$ cat src/rtl/cmd_seq_defines.vh
// Constants for the direct command sequencer
`ifndef CMD_SEQ_DEFINES_VH
`define CMD_SEQ_DEFINES_VH
`define CLK_MHZ        100
`define CMD_MASK_RX    4'h1
`define CMD_UNMASK_RX  4'h2
`define CMD_MEAS_AMP   4'h3
`define CMD_SQUELCH    4'h4
`define CMD_RESET_GAIN 4'h5
`define CMD_ADJ_REG    4'h6
`define CMD_CAL_MOD    4'h7
`define CMD_CAL_ANT    4'h8
`define CMD_MEAS_PHASE 4'h9
`define CMD_CLR_RSSI   4'ha
`define CMD_TRANSP     4'hb
`define ADDR_CTRL      3'h0
`define ADDR_ADC       3'h1
`define ADDR_RSSI      3'h2
`define ADDR_MOD       3'h3
`define ADDR_GAIN      3'h4
`define ADDR_REG       3'h5
`define ADDR_STAT      3'h6
`define ADDR_TRIM      3'h7
`define OSC_EN_BIT     7
`define RX_EN_BIT      6
`define TX_EN_BIT      3
`define REG_EXT_BIT    7
`define T_MEAS_US      25
`define T_SQUELCH_US   500
`define T_REG_STEP_US  300
`define T_CAL_MOD_US   275
`define T_CAL_ANT_US   250
`define T_REG_MAX_US   5000
`define MARGIN_MV      250
`define REG_MAX_SET    5'h1f
`define REG_MIN_SET    5'h00
`define CTRL_RESET     8'h00
`define MOD_RESET      8'h00
`endif

$ cat src/rtl/direct_cmd_seq.v
// Direct command sequencer for the reader receiver and calibration logic
`timescale 1ns/1ps
`include "cmd_seq_defines.vh"
module direct_cmd_seq #(
  parameter REG_STEP_CYC = `T_REG_STEP_US * `CLK_MHZ,
  parameter REG_MAX_CYC  = `T_REG_MAX_US * `CLK_MHZ
) (
  // Clock and reset
  input  wire       clk,
  input  wire       reset,
  // Register port
  input  wire [2:0] addr,
  input  wire [7:0] wrData,
  input  wire       wrStrobe,
  input  wire       rdStrobe,
  output reg  [7:0] rdData,
  // Direct command from serial interface
  input  wire [3:0] cmdCode,
  input  wire       cmdStrobe,
  // Analog status pins
  input  wire       oscStablePin,
  input  wire       slaveSelectPin,
  input  wire       maskTimerPin,
  input  wire [7:0] adcPin,
  input  wire       supplyMarginPin,
  input  wire [7:0] rssiPin,
  input  wire       antResonantPin,
  // Analog control
  output reg        rxActive,
  output reg        framingEnable,
  output reg        maskTimerReset,
  output reg        txOn,
  output reg        rxOn,
  output reg        ampDetOn,
  output reg        phaseDetOn,
  output reg        adcRelative,
  output reg        squelchRun,
  output reg        gainInit,
  output reg  [4:0] regSetting,
  output reg  [7:0] antenna_trim_pins,
  output reg  [7:0] modDepth,
  output reg        transparent,
  output reg        cmdDoneIrq,
  output reg        busy
);
  localparam MEAS_CYC    = `T_MEAS_US * `CLK_MHZ;
  localparam SQUELCH_CYC = `T_SQUELCH_US * `CLK_MHZ;
  localparam CALMOD_CYC  = `T_CAL_MOD_US * `CLK_MHZ;
  localparam CALANT_CYC  = `T_CAL_ANT_US * `CLK_MHZ;
  localparam S_IDLE  = 3'd0;
  localparam S_AMP   = 3'd1;
  localparam S_PHASE = 3'd2;
  localparam S_SQL   = 3'd3;
  localparam S_REG   = 3'd4;
  localparam S_MOD   = 3'd5;
  localparam S_ANT   = 3'd6;

  // Two-stage synchronisers for pins
  reg [4:0]  syncA_reg;
  reg [4:0]  syncB_reg;
  reg [7:0]  adcA_reg;
  reg [7:0]  adcB_reg;
  reg [7:0]  rssiA_reg;
  reg [7:0]  rssiB_reg;
  wire       oscStable    = syncB_reg[0];
  wire       ssHigh       = syncB_reg[1];
  wire       timerMask    = syncB_reg[2];
  wire       marginOk     = syncB_reg[3];
  wire       antResonant  = syncB_reg[4];

  reg [7:0]  ctrl_reg;
  reg [7:0]  adc_reg;
  reg [7:0]  rssi_reg;
  reg [7:0]  gain_reg;
  reg [7:0]  regCtrl_reg;
  reg        cmdMask_reg;
  reg        ssPrev_reg;
  reg        transpArm_reg;
  reg        rxPrev_reg;
  reg [2:0]  state_reg;
  reg [19:0] timer_reg;
  reg [19:0] total_reg;

  wire oscOk    = ctrl_reg[`OSC_EN_BIT] & oscStable;
  wire rxEn     = ctrl_reg[`RX_EN_BIT];
  wire txEn     = ctrl_reg[`TX_EN_BIT];
  wire idle     = (state_reg == S_IDLE);
  wire rxActNow = ~(cmdMask_reg | timerMask);

  // Saturating counter step shared by the sequences
  function [19:0] countDown;
    input [19:0] v;
    begin
      countDown = (v == 20'h00000) ? 20'h00000 : v - 20'h00001;
    end
  endfunction

  always @(posedge clk) begin
    if (reset) begin
      syncA_reg <= 5'h00;
      syncB_reg <= 5'h00;
      adcA_reg  <= 8'h00;
      adcB_reg  <= 8'h00;
      rssiA_reg <= 8'h00;
      rssiB_reg <= 8'h00;
    end else begin
      syncA_reg <= {antResonantPin, supplyMarginPin, maskTimerPin,
                    slaveSelectPin, oscStablePin};
      syncB_reg <= syncA_reg;
      adcA_reg  <= adcPin;
      adcB_reg  <= adcA_reg;
      rssiA_reg <= rssiPin;
      rssiB_reg <= rssiA_reg;
    end
  end

  always @(posedge clk) begin
    if (reset) begin
      ctrl_reg       <= `CTRL_RESET;
      adc_reg        <= 8'h00;
      rssi_reg       <= 8'h00;
      gain_reg       <= 8'h00;
      regCtrl_reg    <= 8'h00;
      modDepth       <= `MOD_RESET;
      cmdMask_reg    <= 1'b0;
      ssPrev_reg     <= 1'b0;
      transpArm_reg  <= 1'b0;
      rxPrev_reg     <= 1'b0;
      state_reg      <= S_IDLE;
      timer_reg      <= 20'h00000;
      total_reg      <= 20'h00000;
      rdData         <= 8'h00;
      rxActive       <= 1'b0;
      framingEnable  <= 1'b0;
      maskTimerReset <= 1'b0;
      txOn           <= 1'b0;
      rxOn           <= 1'b0;
      ampDetOn       <= 1'b0;
      phaseDetOn     <= 1'b0;
      adcRelative    <= 1'b0;
      squelchRun     <= 1'b0;
      gainInit       <= 1'b0;
      regSetting     <= `REG_MAX_SET;
      antenna_trim_pins <= 8'h00;
      transparent    <= 1'b0;
      cmdDoneIrq     <= 1'b0;
      busy           <= 1'b0;
    end else begin
      maskTimerReset <= 1'b0;
      gainInit       <= 1'b0;
      cmdDoneIrq     <= 1'b0;
      ssPrev_reg     <= ssHigh;
      rxPrev_reg     <= rxActNow;
      // NOR of command mask and timer mask, gated by rx enable
      rxActive      <= rxActNow & rxEn;
      framingEnable <= rxActNow & rxEn;
      // Rising NOR of the two masks, before rx enable gating, clears RSSI; peak hold while unmasked
      if (rxActNow & ~rxPrev_reg)
        rssi_reg <= 8'h00;
      else if (rxActNow & (rssiB_reg > rssi_reg))
        rssi_reg <= rssiB_reg;
      // Enter on select rise, hold while high
      if (~ssHigh)
        transparent <= 1'b0;
      else if (~ssPrev_reg & transpArm_reg) begin
        transparent   <= 1'b1;
        transpArm_reg <= 1'b0;
      end
      // Register port; reads answer in the following cycle
      rdData <= 8'h00;
      if (rdStrobe) begin
        case (addr)
          `ADDR_CTRL: rdData <= ctrl_reg;
          `ADDR_ADC:  rdData <= adc_reg;
          `ADDR_RSSI: rdData <= rssi_reg;
          `ADDR_MOD:  rdData <= modDepth;
          `ADDR_GAIN: rdData <= gain_reg;
          `ADDR_REG:  rdData <= regCtrl_reg;
          `ADDR_STAT: rdData <= {busy, transparent, rxActive, oscStable,
                                 regSetting[3:0]};
          `ADDR_TRIM: rdData <= antenna_trim_pins;
          default:    rdData <= 8'h00;
        endcase
      end
      if (wrStrobe) begin
        case (addr)
          `ADDR_CTRL: ctrl_reg    <= wrData;
          `ADDR_MOD:  modDepth    <= wrData;
          `ADDR_GAIN: gain_reg    <= wrData;
          `ADDR_REG:  regCtrl_reg <= wrData;
          default:    ctrl_reg    <= ctrl_reg;
        endcase
      end
      // Command decode; commands outside their conditions are dropped
      // Unaccepted commands leave everything unchanged
      if (cmdStrobe) begin
        case (cmdCode)
          // Mask commands gated by rx enable
          `CMD_MASK_RX: if (rxEn) cmdMask_reg <= 1'b1;
          `CMD_UNMASK_RX: if (rxEn) begin
            cmdMask_reg <= 1'b0;
            if (timerMask)
              maskTimerReset <= 1'b1;
          end
          `CMD_MEAS_AMP: if (oscOk & idle) begin
            state_reg <= S_AMP;
            timer_reg <= MEAS_CYC[19:0];
          end
          `CMD_MEAS_PHASE: if (oscOk & idle) begin
            state_reg <= S_PHASE;
            timer_reg <= MEAS_CYC[19:0];
          end
          // Squelch needs tx and rx, runs only when masked
          `CMD_SQUELCH: if (txEn & rxEn & idle & ~rxActive) begin
            state_reg  <= S_SQL;
            timer_reg  <= SQUELCH_CYC[19:0];
            squelchRun <= 1'b1;
          end
          // Abort squelch and reload manual gain
          `CMD_RESET_GAIN: if (oscOk) begin
            gainInit   <= 1'b1;
            squelchRun <= 1'b0;
            rssi_reg   <= 8'h00;
            if (state_reg == S_SQL) begin
              state_reg <= S_IDLE;
              busy      <= 1'b0;
            end
          end
          `CMD_ADJ_REG: if (oscOk & idle & ~regCtrl_reg[`REG_EXT_BIT]) begin
            state_reg  <= S_REG;
            timer_reg  <= REG_STEP_CYC[19:0];
            total_reg  <= REG_MAX_CYC[19:0];
            regSetting <= `REG_MAX_SET;
          end
          `CMD_CAL_MOD: if (oscOk & idle) begin
            state_reg <= S_MOD;
            timer_reg <= CALMOD_CYC[19:0];
          end
          `CMD_CAL_ANT: if (oscOk & idle) begin
            state_reg <= S_ANT;
            timer_reg <= CALANT_CYC[19:0];
            antenna_trim_pins <= 8'h00;
          end
          // Clear RSSI and restart peak hold
          `CMD_CLR_RSSI: if (oscOk) rssi_reg <= 8'h00;
          `CMD_TRANSP: if (oscOk) transpArm_reg <= 1'b1;
          default: transpArm_reg <= transpArm_reg;
        endcase
      end
      // Sequence execution
      case (state_reg)
        S_IDLE: begin
          busy <= 1'b0;
          txOn <= 1'b0;
          rxOn <= 1'b0;
          ampDetOn <= 1'b0;
          phaseDetOn <= 1'b0;
          adcRelative <= 1'b0;
        end
        S_AMP: begin
          busy <= 1'b1;
          txOn <= 1'b1;
          ampDetOn <= 1'b1;
          adcRelative <= 1'b0;
          timer_reg <= countDown(timer_reg);
          if (timer_reg == 20'h00001) begin
            adc_reg    <= adcB_reg;
            state_reg  <= S_IDLE;
            cmdDoneIrq <= 1'b1;
          end
        end
        // Converter range clips to ff and 00
        // Code 80 is ninety degrees, higher is less
        S_PHASE: begin
          busy <= 1'b1;
          txOn <= 1'b1;
          phaseDetOn <= 1'b1;
          adcRelative <= 1'b1;
          timer_reg <= countDown(timer_reg);
          if (timer_reg == 20'h00001) begin
            adc_reg    <= adcB_reg;
            state_reg  <= S_IDLE;
            cmdDoneIrq <= 1'b1;
          end
        end
        // Squelch ends silently
        S_SQL: begin
          busy <= 1'b1;
          timer_reg <= countDown(timer_reg);
          if (timer_reg == 20'h00001) begin
            squelchRun <= 1'b0;
            state_reg  <= S_IDLE;
          end
        end
        // Step down each interval while margin is short
        S_REG: begin
          busy <= 1'b1;
          txOn <= 1'b1;
          rxOn <= 1'b1;
          timer_reg <= countDown(timer_reg);
          total_reg <= countDown(total_reg);
          if (timer_reg == 20'h00001) begin
            if (marginOk | (regSetting == `REG_MIN_SET) |
                (total_reg < REG_STEP_CYC[19:0])) begin
              state_reg  <= S_IDLE;
              cmdDoneIrq <= 1'b1;
            end else begin
              regSetting <= regSetting - 5'h01;
              timer_reg  <= REG_STEP_CYC[19:0];
            end
          end
        end
        // Move toward target, result written back
        S_MOD: begin
          busy <= 1'b1;
          txOn <= 1'b1;
          timer_reg <= countDown(timer_reg);
          if (timer_reg[7:0] == 8'h00) begin
            if (adcB_reg > modDepth)
              modDepth <= modDepth + 8'h01;
            else if (adcB_reg < modDepth)
              modDepth <= modDepth - 8'h01;
          end
          if (timer_reg == 20'h00001) begin
            state_reg  <= S_IDLE;
            cmdDoneIrq <= 1'b1;
          end
        end
        S_ANT: begin
          busy <= 1'b1;
          txOn <= 1'b1;
          timer_reg <= countDown(timer_reg);
          if (timer_reg[6:0] == 7'h00 & ~antResonant)
            antenna_trim_pins <= antenna_trim_pins + 8'h01;
          if (timer_reg == 20'h00001) begin
            state_reg  <= S_IDLE;
            cmdDoneIrq <= 1'b1;
          end
        end
        default: state_reg <= S_IDLE;
      endcase
    end
  end
endmodule

$ cat config.mk
export PLATFORM = sky130hd
export DESIGN_NAME = direct_cmd_seq
export DESIGN_NICKNAME = d
export VERILOG_FILES = /design/src/rtl/direct_cmd_seq.v
export VERILOG_INCLUDE_DIRS = /design/src /design/src/rtl
export SDC_FILE = /design/constraint.sdc
export NUM_CORES = 1
export LEC_CHECK = 0
export ABC_CLOCK_PERIOD_IN_PS = 4300
export BUFFER_PORTS_ARGS = -buffer_cell sky130_fd_sc_hd__buf_2
export CAP_MARGIN = 20
export CORE_UTILIZATION = 55
export DETAILED_ROUTE_END_ITERATION = 12
export PLACE_DENSITY = 0.72
export SLEW_MARGIN = 25
export SYNTH_ARGS = -nofsm -noshare
export SYNTH_HDL_FRONTEND = slang
export SYNTH_SLANG_ARGS = --single-unit
$ cat constraint.sdc
create_clock -name clk -period 4.3 [get_ports clk]
set_clock_uncertainty 0.15 [all_clocks]
set_input_delay 0.215 -clock clk [delete_from_list [all_inputs] [get_ports clk]]
set_output_delay 0.215 -clock clk [all_outputs]
set_load 0.03 [all_outputs]
# Yosys cells after proc, flatten, opt, wreduce, memory -nomap -nowiden
# Cells that the tools add are included.
[word_totals]
register_bits = 170
latchBits = 0
ramBits = 0
rom_bits = 0
inputBits = 41
output_inout_bits = 42
elab_cells = 221
memories = 0
[classes]
addsub = 6
mul = 0
div = 0
n_lt_le_gt_ge = 4
n_eq_ne = 33
shift = 0
muxes = 79
bitwise = 26
reduce_logical = 39
[ops]
columns = ["op", "n"]
rows = [
  ["two-way mux 20 bit", 14],
  ["two-way mux 8 bit", 16],
  ["one-hot mux 20 bit (5 select lines)", 1],
  ["one-hot mux 8 bit (8 select lines)", 1],
  ["logical NOT 20 bit", 2],
  ["one-hot mux 20 bit (2 select lines)", 1],
  ["subtractor 20 x 1 -> 20 bit, second input constant", 2],
  ["two-way mux 3 bit", 12],
  ["two-way mux 5 bit", 6],
  ["== test 3 bit, second input constant", 7],
  ["one-hot mux 3 bit (7 select lines)", 1],
  ["== test 20 x 1 -> 1 bit, second input constant", 1],
  ["less-than comparator 20 x 15 -> 1 bit, second input constant", 1],
  ["one-hot mux 1 bit (2 select lines)", 10],
  ["nonzero test 2 bit", 10],
  ["adder 8 x 1 -> 8 bit, second input constant", 2],
  ["== test 4 x 3 -> 1 bit, second input constant", 4],
  ["== test 4 bit, second input constant", 4],
  ["greater-than comparator 8 bit", 2],
  ["two-way mux 1 bit", 16],
  ["!= test 4 bit, second input constant", 4],
  ["== test 3 x 2 -> 1 bit, second input constant", 4],
  ["NOT 1 bit", 12],
  ["OR reduction 2 bit", 6],
  ["other kinds (27)", 48],
]

# Depth between registers and ports, before layout
# Gate-level depths: netlist (run 1).
[logic_depth]
depth_word = 9
depth_mapped = 10
depth_no_buf = 8

# Worst setup path after synthesis (run 1)
# OpenSTA, ideal clock, no wires.
[synth_timing]
kind = "reg-to-reg"
from = "register modDepth[4]"
to = "register modDepth[3]"
setup_ns = 0.144
arrival_ns = 2.482
required_ns = 4.006
setup_slack_ns = 1.524
path_stages_with_launch = 11
path_buffers = 2
synth_period_minus_slack_ns = 2.776
cell_sequence = "dfxtp_1 > clkbuf_1 > inv_1 > ha_1 > nand4_1 > or2_2 > clkbuf_1 > o2111ai_1 > o31ai_1 > o311ai_0 > o221ai_1"
[synth_via]
elab_chain_len = 5
word_cells_on_any_way = 6
cone_classes = "2 x order compare; 4 x mux"
[synth_rtl]
columns = ["item", "line", "source"]
rows = [
  ["from (decl)", "direct_cmd_seq.v:41", "output reg [7:0] modDepth,"],
  ["from (signal assigned)", "direct_cmd_seq.v:124", "modDepth <= `MOD_RESET;"],
  ["from (signal assigned)", "direct_cmd_seq.v:188", "`ADDR_MOD: modDepth <= wrData;"],
  ["from (signal assigned)", "direct_cmd_seq.v:320", "modDepth <= modDepth + 8'h01;"],
  ["less-than comparator 8 bit", "direct_cmd_seq.v:321", "else if (adcB_reg < modDepth)"],
  ["two-way mux 8 bit", "direct_cmd_seq.v:321", ""],
  ["two-way mux 8 bit *", "direct_cmd_seq.v:319", "if (adcB_reg > modDepth)"],
  ["two-way mux 8 bit *", "direct_cmd_seq.v:318", "if (timer_reg[7:0] == 8'h00) begin"],
  ["two-way mux 8 bit *", "direct_cmd_seq.v:251", "case (state_reg)"],
]
# Mark *: on every way between the ends. The rest lies on a longest branch, timed or not.
# A chain may end at the register's enable or synchronous reset.

# Worst setup path after layout (run 1)
[layout_timing]
from = "register state_reg[0]"
to = "register timer_reg[17]"
[layout_via]
elab_chain_len = 5
word_cells_on_any_way = 21
cone_classes = "11 x eq/ne; 1 x mux; 4 x bitwise; 5 x reduce/logical"
[layout_rtl]
columns = ["item", "line", "source"]
rows = [
  ["from (decl)", "direct_cmd_seq.v:80", "reg [2:0] state_reg;"],
  ["from (signal assigned)", "direct_cmd_seq.v:129", "state_reg <= S_IDLE;"],
  ["from (signal assigned)", "direct_cmd_seq.v:206", "state_reg <= S_AMP;"],
  ["from (signal assigned)", "direct_cmd_seq.v:210", "state_reg <= S_PHASE;"],
  ["logical NOT 3 bit", "direct_cmd_seq.v:87", "wire idle = (state_reg == S_IDLE);"],
  ["AND 1 bit (on tied branches)", "n/a", ""],
  ["AND 1 bit (on tied branches)", "direct_cmd_seq.v:229, direct_cmd_seq.v:214", ""],
  ["!= test 4 bit (no source line)", "n/a", ""],
  ["AND reduction 7 bit (no source line)", "n/a", ""],
  ["to (signal assigned)", "direct_cmd_seq.v:207", "timer_reg <= MEAS_CYC[19:0];"],
  ["to (signal assigned)", "direct_cmd_seq.v:211", "timer_reg <= MEAS_CYC[19:0];"],
  ["to (signal assigned)", "direct_cmd_seq.v:231", "timer_reg <= REG_STEP_CYC[19:0];"],
  ["to (decl)", "direct_cmd_seq.v:81", "reg [19:0] timer_reg;"],
]
# Several ways; a longest one is shown, not always the timed one.

==> impl_metrics.toml, run 1 <==
[outcome]
status = "complete, no violations"

[critical_path]
worstSetupStartpoint = "state_reg[0]$_SDFF_PP0_"
cp_slowest_cell = "o31a_1"
endpoint_kind = "register"
max_stage_delay_ns = 0.58
arrival_ns = 3.39
r2r-start = "state_reg[0]$_SDFF_PP0_"
crit_required_ns = 4.52
start_kind = "register"
worstPathMaxFanout = 18
crit_type = "register to register"
cp_cell_sequence = "inv_1 -> ha_1 -> nor2_1 -> o211ai_2 -> o21a_1 -> o31a_1 -> or4b_1 -> nand3_1"

[routing]
route.detailed.drc = 0
routed_wl_um = 23300
ant_nets = 0
via_per_inst = 5.87
wire_per_inst_um = 17.2
vias = 7934
dr.pass1.iters = 6
drt_iter0_markers = 979

[sta]
max_slew_margin_pct = 36.8
hold_slack_ns = 0.0315
hold_violations = 0
fmax_ghz = 0.315
maxSlewViolCount = 0
grt_setup_unrepaired = "false"
setup_viol = 0
layout_setup_ws_ns = 1.13
min_period_ns = 3.17
worst_pin_slew_ns = 0.948
post-route-period-util_pct = 73.8
finalSetupTns_ns = 0

[pwr]
leakage_nw = 3.92
p_per_area_mw_per_mm2 = 351
vdd_drop_max_mv = 0.289

[die]
dieWidth_um = 127
fp-row-count = 45
core_area_mm2 = 0.0153
die_y_um = 127
die_area_mm2 = 0.0162
initial_utilization_pct = 56.7
num_io_pins = 83

[place]
dp_hpwl_um = 16300
placed_cell_area_mm2 = 0.00913
dp_worst_setup_slack_ns = 1.20
gp_congestion = 0.914
port_buffers = 82

[clocking]
cts_buffers = 17
clockBufferDepth = 2
root_buffer = "clkbuf_16"
cts_sinks = 170
cts_tree = "done"
clk_pin_slew_ns = 0.07
cts.repair.resized = 0
insertion_delay_ns = 0.43
htreeDepth = 4

[final_layout]
drive_above_1_share_pct = 13.5
nFillCells = 1302
final_common_cell = "dfxtp_1"
layout_common_cells = "dfxtp_1 (170), nand2_1 (123), nor2_1 (105)"
final_nets = 1198
syn2layout_area_growth_pct = 15.3
fin_util_pct = 65.4
fin_area_mm2 = 0.00998
antennaDiodeCount = 0

[worst_hold_path]
hp-class = "input port to register"
hold_path_startpoint = "reset"

[synth]
synth_fp_nets = 1115
syn_inst = 1045
synth_area_mm2 = 0.00865
synth_warnings = 0
yosysSeqAreaShare_pct = 39.3
ys_types = 73
syn_area_per_cell_um2 = 8.28
async_flop_share_pct = 0
ys_seq_elements = 170
synth_edf_count = 0
ys.flop_type = "dfxtp_1"

[grt]
antenna_found_initial = 0
grt_usage_pct = 29.4
grt_pass1_vias = 7218
grt-ovfl-total = 0
grt_max_degree = 65
grt_pass1_wl_um = 37200

[run]
cap_violations = 0
-- worst max-delay path, delay by kind of cell (launching register included) --
kind                       cells  cell delay (ns)
AOI/OAI and AO/OA              3             1.47
buffers and inverters          1             0.15
adders and majority gates      1             0.31
and+or+nand+nor                3             0.67
DFF                            1             0.36
-- synth_stat cells (9+ instances only) --
library cell  count  area (um2)
nor2_1          106         398
o211ai_1          9        67.6
nand2_1         123         462
mux2i_1          34         340
o21ai_0          36         180
nor3_1           45         225
or3_1            16         100
and3_1            9        56.3
nor4_1           15        93.8
a211oi_1         15         113
a31oi_1          12        75.1
nand2b_1         14        87.6
inv_1            40         150
clkbuf_1         38         143
ha_1             29         363
nand4_1          12        75.1
a21oi_1          91         455
nand3_1          27         135
dfxtp_1         170        3400
nor2b_1          51         319
-- metal layers --
layer	part of all wire (%)	track usage, %	routed length [um]
met1	45	39.8	10400
met2	46	46.2	10700
met3	6.5	5.86	1510
met4	2.6	11.1	596
met5	0	0	0
-- cell families (layout without fill, tap and decap cells) --
logic type / count (synthesis) / after routing / synth area share [%]
compound gates: 238 / 238 / 17.9
xor+xnor: 12 / 12 / 1.21
fa+ha+maj: 29 / 29 / 4.19
buf+inv: 92 / 188 / 4.51
flops: 170 / 170 / 39.3
mux: 44 / 44 / 6.15
simple gates: 460 / 460 / 26.7
-- what timing repair did --
| item | CTS | global route |
|---|---|---|
| hold buffers | 29 | 0 |
| buffers inserted | 0 | 0 |
| endpoints found under the hold margin | 46 | 0 |
-- final timing paths --
check	end	slack, ns	cells after the start
max	timer_reg[17]$_SDFFE_PP0P_	1.13	8
max reg2reg	timer_reg[17]$_SDFFE_PP0P_	1.13	8
min reg2reg	adcB_reg[5]$_SDFF_PP0_	0.29	1
min	timer_reg[0]$_SDFFE_PP0P_	0.03	2
-- area by class of cell --
type	instances	area, um2	area share, %
Clock buffer	21	470	4.72
Tap cell	211	264	2.65
Sequential cell	170	3400	34.1
Multi-Input combinational cell	783	4860	48.7
Inverter	40	150	1.50
Timing Repair Buffer	116	741	7.42
Clock inverter	11	88.8	0.890
-- report_power, final --
part / leakage, nW / switching (mW) / internal [mW]
combinational: 2.27 / 0.250 / 0.154
sequential: 1.38 / 0.0309 / 1.61
clock: 0.272 / 0.660 / 0.794
total: 3.92 / 0.941 / 2.56
-- stage by stage --
stage | total power [mW] | cells
floorplan | 1.95 | 1045
global placement | 2.05 | 1291
detailed placement | 2.05 | 1291
CTS | 3.50 | 1352
global route | 3.64 | 1352
finish | 3.50 | 1352
No activity file was read; power rests on OpenSTA's default activity.
==> run 2, diff against run 1 <==
--- a/config.mk
+++ b/config.mk
@@ -6,7 +6,7 @@
 export SDC_FILE = /design/constraint.sdc
 export NUM_CORES = 1
 export LEC_CHECK = 0
-export ABC_CLOCK_PERIOD_IN_PS = 4300
+export ABC_CLOCK_PERIOD_IN_PS = 3000
 export BUFFER_PORTS_ARGS = -buffer_cell sky130_fd_sc_hd__buf_2
 export CAP_MARGIN = 20
 export CORE_UTILIZATION = 55
==> constraint.sdc (replaced) <==
create_clock -name clk -period 3 [get_ports clk]
set_clock_uncertainty 0.15 [all_clocks]
set_input_delay 0.15 -clock clk [delete_from_list [all_inputs] [get_ports clk]]
set_output_delay 0.15 -clock clk [all_outputs]
set_load 0.03 [all_outputs]
==> run 2 against run 1 <==
Net effect: fmax increased by 14%; sequential share of layout area down 0.99 points; highest routed layer unchanged; sequential cell count stayed put; critical path depth grew 1.
==> impl_metrics.toml, run 2 (synthesis gave the netlist of run 1 again) <==
[die]
initial_utilization_pct = 56.7
dieWidth_um = 127
num_io_pins = 83
die_y_um = 127
fp-row-count = 45
die_area_mm2 = 0.0162
core_area_mm2 = 0.0153

[place]
dp_hpwl_um = 16700
port_buffers = 82
placed_cells = 1320
placed_cell_area_mm2 = 0.00936
dp_worst_setup_slack_ns = 0.210
gp_congestion = 0.941

[sta]
hold_slack_ns = 0.0193
max_slew_margin_pct = 30.7
maxSlewViolCount = 0
hold_violations = 0
grt_setup_unrepaired = "false"
setup_viol = 0
fmax_ghz = 0.358
finalSetupTns_ns = 0
layout_setup_ws_ns = 0.210
worst_pin_slew_ns = 1.04
min_period_ns = 2.79
post-route-period-util_pct = 93.0

[final_layout]
fin_util_pct = 67.3
final_cells = 1384
syn2layout_area_growth_pct = 18.8
layout_common_cells = "dfxtp_1 (170), nand2_1 (123), nor2_1 (105)"
final_nets = 1230
fin_area_mm2 = 0.0103
multi_input_area_mm2 = 0.00486
seq_area_mm2 = 0.00340
antennaDiodeCount = 0
nFillCells = 1280
drive_above_1_share_pct = 15.9
final_common_cell = "dfxtp_1"

[clocking]
cts_tree = "done"
root_buffer = "clkbuf_16"
cts_sinks = 170
clockBufferDepth = 2
cts_buffers = 17
insertion_delay_ns = 0.44
clk_pin_slew_ns = 0.07
htreeDepth = 4

[critical_path]
start_kind = "register"
cp_slowest_cell = "or3_1"
rrSetupSlack_ns = 0.21
cp_cell_sequence = "inv_1 -> ha_1 -> nand2b_1 -> or3_1 -> a221oi_4 -> or2_2 -> buf_4 -> nor2_1 -> a211oi_2"
max_stage_delay_ns = 0.43
arrival_ns = 3.00
r2r.worst_path.cells = 9
endpoint_kind = "register"
endpoint = "timer_reg[14]$_SDFFE_PP0P_"
r2r-start = "state_reg[0]$_SDFF_PP0_"
crit_type = "register to register"
worstReg2RegEnd = "timer_reg[14]$_SDFFE_PP0P_"
worstPathMaxFanout = 9
worstSetupStartpoint = "state_reg[0]$_SDFF_PP0_"
crit_required_ns = 3.21

[routing]
routed_wl_um = 23700
ant_nets = 0
via_per_inst = 5.92
vias = 8190
route.detailed.drc = 0
wire_per_inst_um = 17.1
drt_iter0_markers = 858
dr.pass1.iters = 6

[pwr]
power_mw = 5.21
vdd_drop_max_mv = 0.504
p_per_area_mw_per_mm2 = 507
leakage_nw = 4.10

[grt]
grt_pass1_wl_um = 37700
antenna_found_initial = 0
grt_pass1_vias = 7228
grt_max_degree = 141
grt-ovfl-total = 0
grt_usage_pct = 29.9

[worst_hold_path]
hp-class = "input port to register"

[outcome]
status = "complete, no violations"

[run]
cap_violations = 0
[run 2: cell types whose count changed in the layout (fill, tap and decap cells not counted), sizes merged]
cell	before	now
buf	87	119
clkbuf	21	17
clkinv	6	5
inv	43	47
bufinv	0	1
[run 2: worst max-delay path, delay by kind of cell, from the launching register on]
| kind | cells | cell delay (ns) |
|---|---|---|
| buf+inv | 2 | 0.32 |
| simple gates | 4 | 0.97 |
| fa+ha+maj | 1 | 0.30 |
| flops | 1 | 0.37 |
| compound gates | 2 | 0.60 |
[run 2: final cells by class]
class | count | share of cell area, %
tap | 211 | 2.57
sequential | 170 | 33.1
multi-input combinational | 783 | 47.3
clock buffer | 17 | 4.14
timing repair buffer | 148 | 9.67
clock inverter | 15 | 1.75
inverter | 40 | 1.46
[run 2: worst min-delay path by stage]
stage	start	end	slack, ns	depth (start not counted)
4_1_cts	cmdCode[2]	maskTimerReset$_SDFF_PP0_	0.008	3
5_1_grt	rdStrobe	rdData[5]$_SDFF_PP0_	0.05	3
3_3_place_gp	rssiPin[5]	rssiA_reg[5]$_SDFF_PP0_	0.21	2
2_1_floorplan	reset	ssPrev_reg$_SDFF_PP0_	0.08	1
6_report	cmdCode[2]	maskTimerReset$_SDFF_PP0_	0.02	3
3_5_place_dp	supplyMarginPin	syncA_reg[3]$_SDFF_PP0_	0.21	2
[run 2: routing by layer]
| layer | share of wire [%] | global-route usage [%] | wire (um) |
|---|---|---|---|
| met5 | 0 | 0 | 0 |
| met4 | 2.5 | 11.6 | 597 |
| met3 | 8.2 | 5.90 | 1950 |
| met2 | 46 | 47.8 | 11000 |
| met1 | 43 | 39.7 | 10200 |
[run 2: report_power, final]
group	leakage [nW]	switching (mW)	internal, mW	total [mW]
combinational	2.43	0.376	0.247	0.623
sequential	1.38	0.0390	2.31	2.35
clock	0.289	1.04	1.19	2.24
total	4.10	1.46	3.75	5.21
[run 2: repair_timing]
item | 4_1_cts | 5_1_grt
hold endpoints to repair | 49 | 0
hold buffers | 29 | 0
endpoints found under the setup margin | 0 | 6
resized for setup | 0 | 1
setup buffers | 0 | 3
